**src/usbep_pkg.sv**
```systemverilog
// Package for the endpoint-0 control, frame number and selector registers.
// Assumes a 32-bit Avalon-MM slave port reached with word-aligned byte addresses.
package usbep_pkg;
	// ------------------------------------------------------------
	// Register byte addresses
	// ------------------------------------------------------------
	localparam logic [31:0] ADDR_FRAME_LOW = 32'h44a00170;
	localparam logic [31:0] ADDR_FRAME_HIGH = 32'h44a00174;
	localparam logic [31:0] ADDR_SELECTOR = 32'h44a00178;
	localparam logic [31:0] ADDR_EP0_STATUS = 32'h44a00184;
	localparam logic [31:0] ADDR_EP_PENDING = 32'h44a001fc;

	// ------------------------------------------------------------
	// Reset values and field positions
	// ------------------------------------------------------------
	localparam logic [7:0] RST_BYTE = 8'h00;
	localparam int BIT_ACK_EARLY = 7;
	localparam int BIT_ACK_RX = 6;
	localparam int BIT_FORCE_STALL = 5;
	localparam int BIT_EARLY_END = 4;
	localparam int BIT_LAST_DATA = 3;
	localparam int BIT_STALL_SENT = 2;
	localparam int BIT_TX_LOADED = 1;
	localparam int BIT_RX_WAITING = 0;
	localparam int BIT_EP0_PENDING = 0;
	localparam int FRAME_BITS = 11;
	localparam logic [7:0] EP0_INDEX = 8'h00;

	// Events reported by the USB link logic, one-cycle pulses
	typedef struct packed {
		logic sof_valid;
		logic [10:0] sof_frame;
		logic rx_packet_done;
		logic tx_packet_sent;
		logic protocol_stall;
		logic early_end;
		logic transfer_done;
	} usbep_link_s;

	// Endpoint-0 state offered back to the link logic
	typedef struct packed {
		logic force_stall;
		logic tx_loaded;
		logic rx_waiting;
		logic last_data;
		logic fifo_flush;
		logic fifo_blocked;
	} usbep_ctrl_s;
endpackage

```
**src/usbep_regs.sv**
```systemverilog
// Endpoint-0 control/status, frame number capture and endpoint selector.
// Assumes link events are synchronous one-cycle pulses on clk from the USB logic.
// ------------------------------------------------------------
// Summary of operation
// Start-of-frame number is loaded into low and high frame bytes.
// Frame byte registers are read-only, bits 7..0, reset to zero.
// Writable eight-bit selector picks which endpoint's indexed registers are reached.
// Endpoint-0 status shares first IN status location, reached with selector zero.
// Writing one to bit 7 clears the early-end flag.
// Writing one to bit 6 clears the received-packet flag.
// Force-stall bit 5 stalls the control transfer while set.
// Early-end flag bit 4 sets when transfer ends before last-data set.
// Early end flushes the endpoint-0 FIFO and blocks processor FIFO access.
// Processor sets last-data bit 3; device clears it at transfer end.
// Stall-sent bit 2 set on protocol violation; cleared by writing zero.
// Transmit-loaded bit 1 set by processor, cleared by device after delivery.
// Received-packet bit 0 set once a valid packet lands in the FIFO.
// Endpoint-0 events set the endpoint-0 pending bit 0.
// Frame bytes update together; unused high bits read as zero.
// ------------------------------------------------------------
`timescale 1ns/1ps
module usbep_regs (
	input wire logic clk,
	input wire logic sys_rst,
	input wire logic [31:0] avs_address,
	input wire logic avs_read,
	input wire logic avs_write,
	input wire logic [31:0] avs_writedata,
	input wire logic [3:0] avs_byteenable,
	output logic [31:0] avs_readdata,
	output logic avs_waitrequest,
	input wire usbep_pkg::usbep_link_s link,
	output usbep_pkg::usbep_ctrl_s ctrl,
	output logic [7:0] endpoint_index,
	output logic ep0_pending
);
	// ------------------------------------------------------------
	// Registers
	// ------------------------------------------------------------
	logic [7:0] frame_count_low;
	logic [7:0] frame_count_high;
	logic [7:0] endpoint_selector;
	logic force_stall;
	logic early_end;
	logic last_data;
	logic stall_sent;
	logic tx_loaded;
	logic rx_waiting;
	logic pending;
	logic flush_pulse;
	logic answered;

	// ------------------------------------------------------------
	// Bus decode
	// ------------------------------------------------------------
	// One wait cycle, then the answer at the second edge
	wire req = avs_read | avs_write;
	wire take = req & answered;
	wire wr = avs_write & take & avs_byteenable[0];
	wire sel_low = avs_address == usbep_pkg::ADDR_FRAME_LOW;
	wire sel_high = avs_address == usbep_pkg::ADDR_FRAME_HIGH;
	wire sel_index = avs_address == usbep_pkg::ADDR_SELECTOR;
	wire sel_csr = avs_address == usbep_pkg::ADDR_EP0_STATUS;
	wire sel_pend = avs_address == usbep_pkg::ADDR_EP_PENDING;
	wire ep0_sel = endpoint_selector == usbep_pkg::EP0_INDEX;
	wire wr_csr = wr & sel_csr & ep0_sel;
	wire wr_index = wr & sel_index;
	wire wr_pend = wr & sel_pend;
	wire [7:0] wd = avs_writedata[7:0];
	wire [7:0] csr_view = {2'b00, force_stall, early_end, last_data, stall_sent, tx_loaded,
		rx_waiting};
	wire [7:0] rd_byte = sel_low ? frame_count_low :
		sel_high ? frame_count_high :
		sel_index ? endpoint_selector :
		(sel_csr & ep0_sel) ? csr_view :
		sel_pend ? {7'h00, pending} : 8'h00;

	// Event terms
	wire early_evt = link.early_end & ~last_data;
	wire last_clr = link.transfer_done & last_data;
	wire tx_clr_evt = link.tx_packet_sent & tx_loaded;
	wire any_evt = link.rx_packet_done | tx_clr_evt | link.protocol_stall | early_evt
		| last_clr;

	assign avs_waitrequest = req & ~answered;
	assign ctrl = '{force_stall: force_stall, tx_loaded: tx_loaded, rx_waiting: rx_waiting,
		last_data: last_data, fifo_flush: flush_pulse, fifo_blocked: early_end};
	assign endpoint_index = endpoint_selector;
	assign ep0_pending = pending;

	// Bus answer timing and read data
	always_ff @(posedge clk) begin
		if (sys_rst) begin
			answered <= 1'b0;
			avs_readdata <= 32'h0000_0000;
		end else begin
			answered <= req & ~answered;
			if (avs_read & ~answered)
				avs_readdata <= {24'h000000, rd_byte};
		end
	end

	// Frame number capture, both bytes in one edge
	always_ff @(posedge clk) begin
		if (sys_rst) begin
			frame_count_low <= usbep_pkg::RST_BYTE;
			frame_count_high <= usbep_pkg::RST_BYTE;
		end else if (link.sof_valid) begin
			frame_count_low <= link.sof_frame[7:0];
			frame_count_high <= {5'b00000, link.sof_frame[10:8]};
		end
	end

	// Endpoint selector
	always_ff @(posedge clk) begin
		if (sys_rst)
			endpoint_selector <= usbep_pkg::RST_BYTE;
		else if (wr_index)
			endpoint_selector <= wd;
	end

	// Endpoint-0 flags; hardware sets win over software clears
	// FIFO flush strobe, one cycle after an early end
	always_ff @(posedge clk) begin
		if (sys_rst)
			flush_pulse <= 1'b0;
		else
			flush_pulse <= early_evt;
	end

	// Force-stall, written as a plain value
	always_ff @(posedge clk) begin
		if (sys_rst)
			force_stall <= 1'b0;
		else if (wr_csr)
			force_stall <= wd[usbep_pkg::BIT_FORCE_STALL];
	end

	// Early-end flag; a new event beats the acknowledge
	always_ff @(posedge clk) begin
		if (sys_rst)
			early_end <= 1'b0;
		else if (early_evt)
			early_end <= 1'b1;
		else if (wr_csr & wd[usbep_pkg::BIT_ACK_EARLY])
			early_end <= 1'b0;
	end

	// Last-data flag; the processor's set beats the device clear
	always_ff @(posedge clk) begin
		if (sys_rst)
			last_data <= 1'b0;
		else if (wr_csr & wd[usbep_pkg::BIT_LAST_DATA])
			last_data <= 1'b1;
		else if (link.transfer_done)
			last_data <= 1'b0;
	end

	// Stall-sent flag; writing zero clears, writing one keeps it
	always_ff @(posedge clk) begin
		if (sys_rst)
			stall_sent <= 1'b0;
		else if (link.protocol_stall)
			stall_sent <= 1'b1;
		else if (wr_csr & ~wd[usbep_pkg::BIT_STALL_SENT])
			stall_sent <= 1'b0;
	end

	// Transmit-loaded flag; a stall also drops a loaded packet
	always_ff @(posedge clk) begin
		if (sys_rst)
			tx_loaded <= 1'b0;
		else if (wr_csr & wd[usbep_pkg::BIT_TX_LOADED])
			tx_loaded <= 1'b1;
		else if (link.tx_packet_sent | link.protocol_stall)
			tx_loaded <= 1'b0;
	end

	// Received-packet flag; only the acknowledge bit clears it
	always_ff @(posedge clk) begin
		if (sys_rst)
			rx_waiting <= 1'b0;
		else if (link.rx_packet_done)
			rx_waiting <= 1'b1;
		else if (wr_csr & wd[usbep_pkg::BIT_ACK_RX])
			rx_waiting <= 1'b0;
	end

	// Endpoint-0 pending bit, cleared by writing one
	always_ff @(posedge clk) begin
		if (sys_rst)
			pending <= 1'b0;
		else if (any_evt)
			pending <= 1'b1;
		else if (wr_pend & wd[usbep_pkg::BIT_EP0_PENDING])
			pending <= 1'b0;
	end
endmodule

```
**config.mk**
```make
export PLATFORM = sky130hd
export DESIGN_NAME = usbep_regs
export DESIGN_NICKNAME = d
export VERILOG_FILES = /design/src/usbep_pkg.sv /design/src/usbep_regs.sv
export SDC_FILE = /design/constraint.sdc
export NUM_CORES = 1
export LEC_CHECK = 0
export CELL_PAD_IN_SITES_DETAIL_PLACEMENT = 0
export CELL_PAD_IN_SITES_GLOBAL_PLACEMENT = 1
export CORE_MARGIN = 2
export CORE_UTILIZATION = 43
export DETAILED_ROUTE_END_ITERATION = 16
export DONT_BUFFER_PORTS = 1
export PLACE_DENSITY_LB_ADDON = 0.05
export SETUP_SLACK_MARGIN = 0.05
export SLEW_MARGIN = 40
export SYNTH_ARGS = -nofsm -noshare
export SYNTH_HDL_FRONTEND = slang
export SYNTH_SLANG_ARGS = --single-unit
export TNS_END_PERCENT = 5
```
**constraint.sdc**
```tcl
create_clock -name clk -period 2 [get_ports clk]
set_input_delay 0.3 -clock clk [delete_from_list [all_inputs] [get_ports clk]]
set_output_delay 0.3 -clock clk [all_outputs]
set_load 0.02 [all_outputs]
```
Yosys cells after proc, flatten, opt, wreduce, memory -nomap -nowiden
Index checks and enable logic that the tools add are counted.

storage, ports and cells
  bits of input ports = 89
  flip-flop bits (word level) = 36
  logic and storage cells = 70
  output and inout bits = 48

cells by class
  reductions and logical operators = 7
  muxes and demuxes = 17
  eq/ne operators = 5
  bitwise operators = 28

operators with widths
  cell                                                                number
  32-bit by 31-bit == test with 1-bit output (second input constant)  5
  8-bit 2-to-1 mux                                                    3
  1-bit bitwise AND                                                   19
  1-bit 2-to-1 mux                                                    13
  2-bit nonzero test                                                  6
  8-bit logical NOT                                                   1
  6-bit 2-to-1 mux                                                    1
  1-bit OR                                                            6
  1-bit inverter                                                      3

Longest topological paths before layout
  depth after elaboration = 9
  mapped depth = 6
  gate-level depth less buffers = 5

Worst setup path after synthesis
OpenSTA, ideal clock, no wires.

  kind = reg2reg
  from = register endpoint_selector[0], in the netlist endpoint_index[0]
  to = register force_stall
  data arrival time = 1665 ps
  setup slack = 207 ps
  buffers on the path = 0
  cell stages (with the launch flop) = 6
  library setup time = 128 ps
  period minus slack after synthesis = 1793 ps
  data required time = 1872 ps
  cells stage by stage = dfxtp_1 > nor4b_1 > nand4_1 > nor4_2 > mux2i_1 > nor2_1

on the way
  cells in the longest elaborated chain, start to end = 2

RTL lines
  element                 line               text
  from (decl)             usbep_regs.sv:42   logic [7:0] endpoint_selector;
  from (signal assigned)  usbep_regs.sv:117  endpoint_selector <= usbep_pkg::RST_BYTE;
  from (signal assigned)  usbep_regs.sv:119  endpoint_selector <= wd;
  8-bit logical NOT       usbep_regs.sv:65   wire ep0_sel = endpoint_selector == usbep_pkg::EP0_INDEX;
  1-bit bitwise AND       usbep_regs.sv:66   wire wr_csr = wr & sel_csr & ep0_sel;
  to (signal assigned)    usbep_regs.sv:136  force_stall <= wd[usbep_pkg::BIT_FORCE_STALL];
  to (decl)               usbep_regs.sv:43   logic force_stall;

Every way passes these cells.
A chain may end at the register's enable or synchronous reset.

Final worst setup path
Ends and elaborated chain as after synthesis.

==> results.yml <==
run_status:
  outcome: "finished clean"
global_routing:
  use_met3: 0.06610
  grt_overflow_total: 0
  grt_first_pass_wirelength_um: 7479
  grt_busiest_layer: "met2"
  gr-usage-all-layers: 0.1914
  use_met2: 0.3323
  antenna_found_initial: 0
  grt_use_met1: 0.2249
  grt_max_degree: 34
  grt_pass1_vias: 1488
sta:
  setup_tns_ps: 0
  setup_viol: 0
  setup_ws_ps: 281.5
  period_minus_slack_ps: 1719
  finalHoldViolCount: 0
  drv_slew: 0
  fin_crit_sh: 0.8593
  grt_setup_unrepaired: "no"
  clock-skew-final_ps: 4.230
  clock.fmax_mhz: 581.9
synth:
  synth_top_area_frac: 0.3659
  synth_edf_count: 0
  synthCells: 216
  syn_area_per_cell_um2: 9.118
  yosysUniqueCellTypes: 40
  synth_common_cells: "nor2_1 (37), dfxtp_1 (36), buf_4 (30)"
  yosysSeqAreaShare: 0.3659
  yosys_most_used_dff: "dfxtp_1"
  synth_top_cell_by_area: "dfxtp_1"
  synth_area_mm2: 0.001969
  ys_warn_count: 0
  ys_async_sr_fraction: 0
  ys_ff_latch: 36
  synth_area_leaders: "dfxtp_1 (37%), mux2i_1 (14%), buf_4 (11%)"
  synth_most_common_cell: "nor2_1"
detailed_routing:
  vias: 1534
  ant_nets: 0
  via_per_inst: 5.599
  drc_errors: 0
  wire_per_inst_um: 17.86
  firstDrtPassIters: 4
  drt-initial-drc-count: 62
  drt-total-wl_um: 4895
clocking:
  clkTransAtPathRegs_ps: 70
  insertion_delay_ps: 280
  clock-sinks: 36
  cts_buffer_depth: 2
  h-tree-depth: 2
  cts_tree: "yes"
  cts_setup_buffers: 0
  cts-root-buf: "clkbuf_8"
  cts_hold_buf: 0
  numCtsBuffers: 5
die:
  row_count: 24
  core_mm2: 0.004384
  dieWidth_um: 71.68
  initial_core_util: 0.4492
  io_pins: 137
  design.die.area_mm2: 0.005137
  dieHeight_um: 71.68
placed_design:
  pre_cts_ws_ps: 186.6
  port_buffers: 0
  dp_hpwl_um: 3941
  gp_congestion: 0.8502
  post_dp_cell_area_mm2: 0.001976
critical_path:
  crit_family: "simple AND/OR/NAND/NOR gates"
  crit_path_max_incr_delay_ps: 380
  cp-end-kind: "flop"
  slowest_stage: "nor4b_1"
  critPathLaunchType: "flop"
  crit_path_cell_trace: "nor4b_1 > nand4_1 > nor4_2 > buf_4 > mux2i_1 > nor2_1"
  worstSetupPathType: "reg -> reg"
  cp_max_fo: 6
  crit_required_ps: 2180
  critPathBufInv: 1
  critPathArrivalTime_ps: 1900
pwr:
  peakVddDrop_mv: 0.4286
  p_sw_frac: 0.2351
  cellInternalPower_mw: 1.088
  powerDensity_mw_per_mm2: 684.3
  p_total_mw: 1.422
  combPwrFrac: 0.084
  power_leakage_nw: 0.8277
  p_clk_frac: 0.382
  p_sw_mw: 0.3343
  seqPwrFrac: 0.534
hold_path:
  hold_path.class: "in -> reg"
cells_and_area:
  num_antenna_cells: 0
  design_area_mm2: 0.002078
  final_nets: 311
  drive_above_1_share: 0.1261
  utilization: 0.4740
  area_delta_synth_final_pct: 5.527
run:
  maxCapViolations: 0
==> through the flow <==
| step | std cells | hold slack, ps |
|---|---|---|
| after floorplan | 239 | 397.9 |
| after global placement | 267 | 377.1 |
| after detailed placement | 267 | 379.2 |
| after CTS | 274 | 75.55 |
| after global routing | 274 | 74.54 |
| final | 274 | 85.22 |
==> cells in the final DEF (no fill, tap or decap), types with 4 or more instances in the layout <==
cell and count:
nor3_1 5, nand2_1 7, conb_1 24, buf_4 11, clkbuf_8 7, mux2i_1 27
inv_1 4, nor2_1 37, o21ai_0 5, nand2b_1 7, dfxtp_1 36, a21oi_1 4
==> metal layers <==
metal,up-vias,wire length [µm]
met4,0,55
met1,704,1908
met3,5,474
met2,87,2458
met5,-,0
li1,738,-
==> what timing repair did <==
action | in CTS | in global routing
setup endpoints to repair | 0 | 1
gates resized for setup | 0 | 1
hold endpoints to repair | 0 | 0
==> path summary, 6_finish.rpt <==
kind | slack (ps) | cells after the start | start | end
setup / recovery | 280 | 6 | endpoint_index[0] | force_stall
hold / removal | 90 | 1 | sys_rst | answered
setup reg to reg | 280 | 6 | endpoint_index[0] | force_stall
hold reg to reg | 500 | 1 | answered | answered
==> flip-flops by register name, indices dropped and copies added, names as in the netlist <==
| register | count |
|---|---|
| frame_count_low | 8 |
| stall_sent | 1 |
| early_end | 1 |
| last_data | 1 |
| avs_readdata | 8 |
| force_stall | 1 |
| flush_pulse | 1 |
| tx_loaded | 1 |
| frame_count_high | 3 |
| rx_waiting | 1 |
| ep0_pending | 1 |
| endpoint_index | 8 |
| answered | 1 |
==> layout make-up <==
cell class	count	area, µm²
tap	52	65.06
timing repair buffer	12	102.6
clock buffer	7	96.34
fill	424	2306
inverter	4	15.01
sequential	36	720.7
multi-input combinational	163	1079
==> cells by family (layout without fill, tap and decap cells) <==
logic type,Yosys count,count (layout),synth area share
AOI/OAI and AO/OA,29,29,0.1017
buffers and inverters,40,23,0.1334
muxes,28,28,0.1429
DFF,36,36,0.3659
and+or+nand+nor,82,82,0.2541
other,1,24,0.001904
==> power groups by stage <==
| stage | logic [mW] | clock network (mW) | registers [mW] |
|---|---|---|---|
| global route | 0.133 | 0.593 | 0.761 |
| floorplan | 0.171 | 0 | 0.765 |
| finish | 0.120 | 0.543 | 0.759 |
| global placement | 0.118 | 0 | 0.775 |
| CTS | 0.120 | 0.559 | 0.759 |
| detailed placement | 0.120 | 0 | 0.775 |
Note: power is estimated with default switching activity, not from simulation.
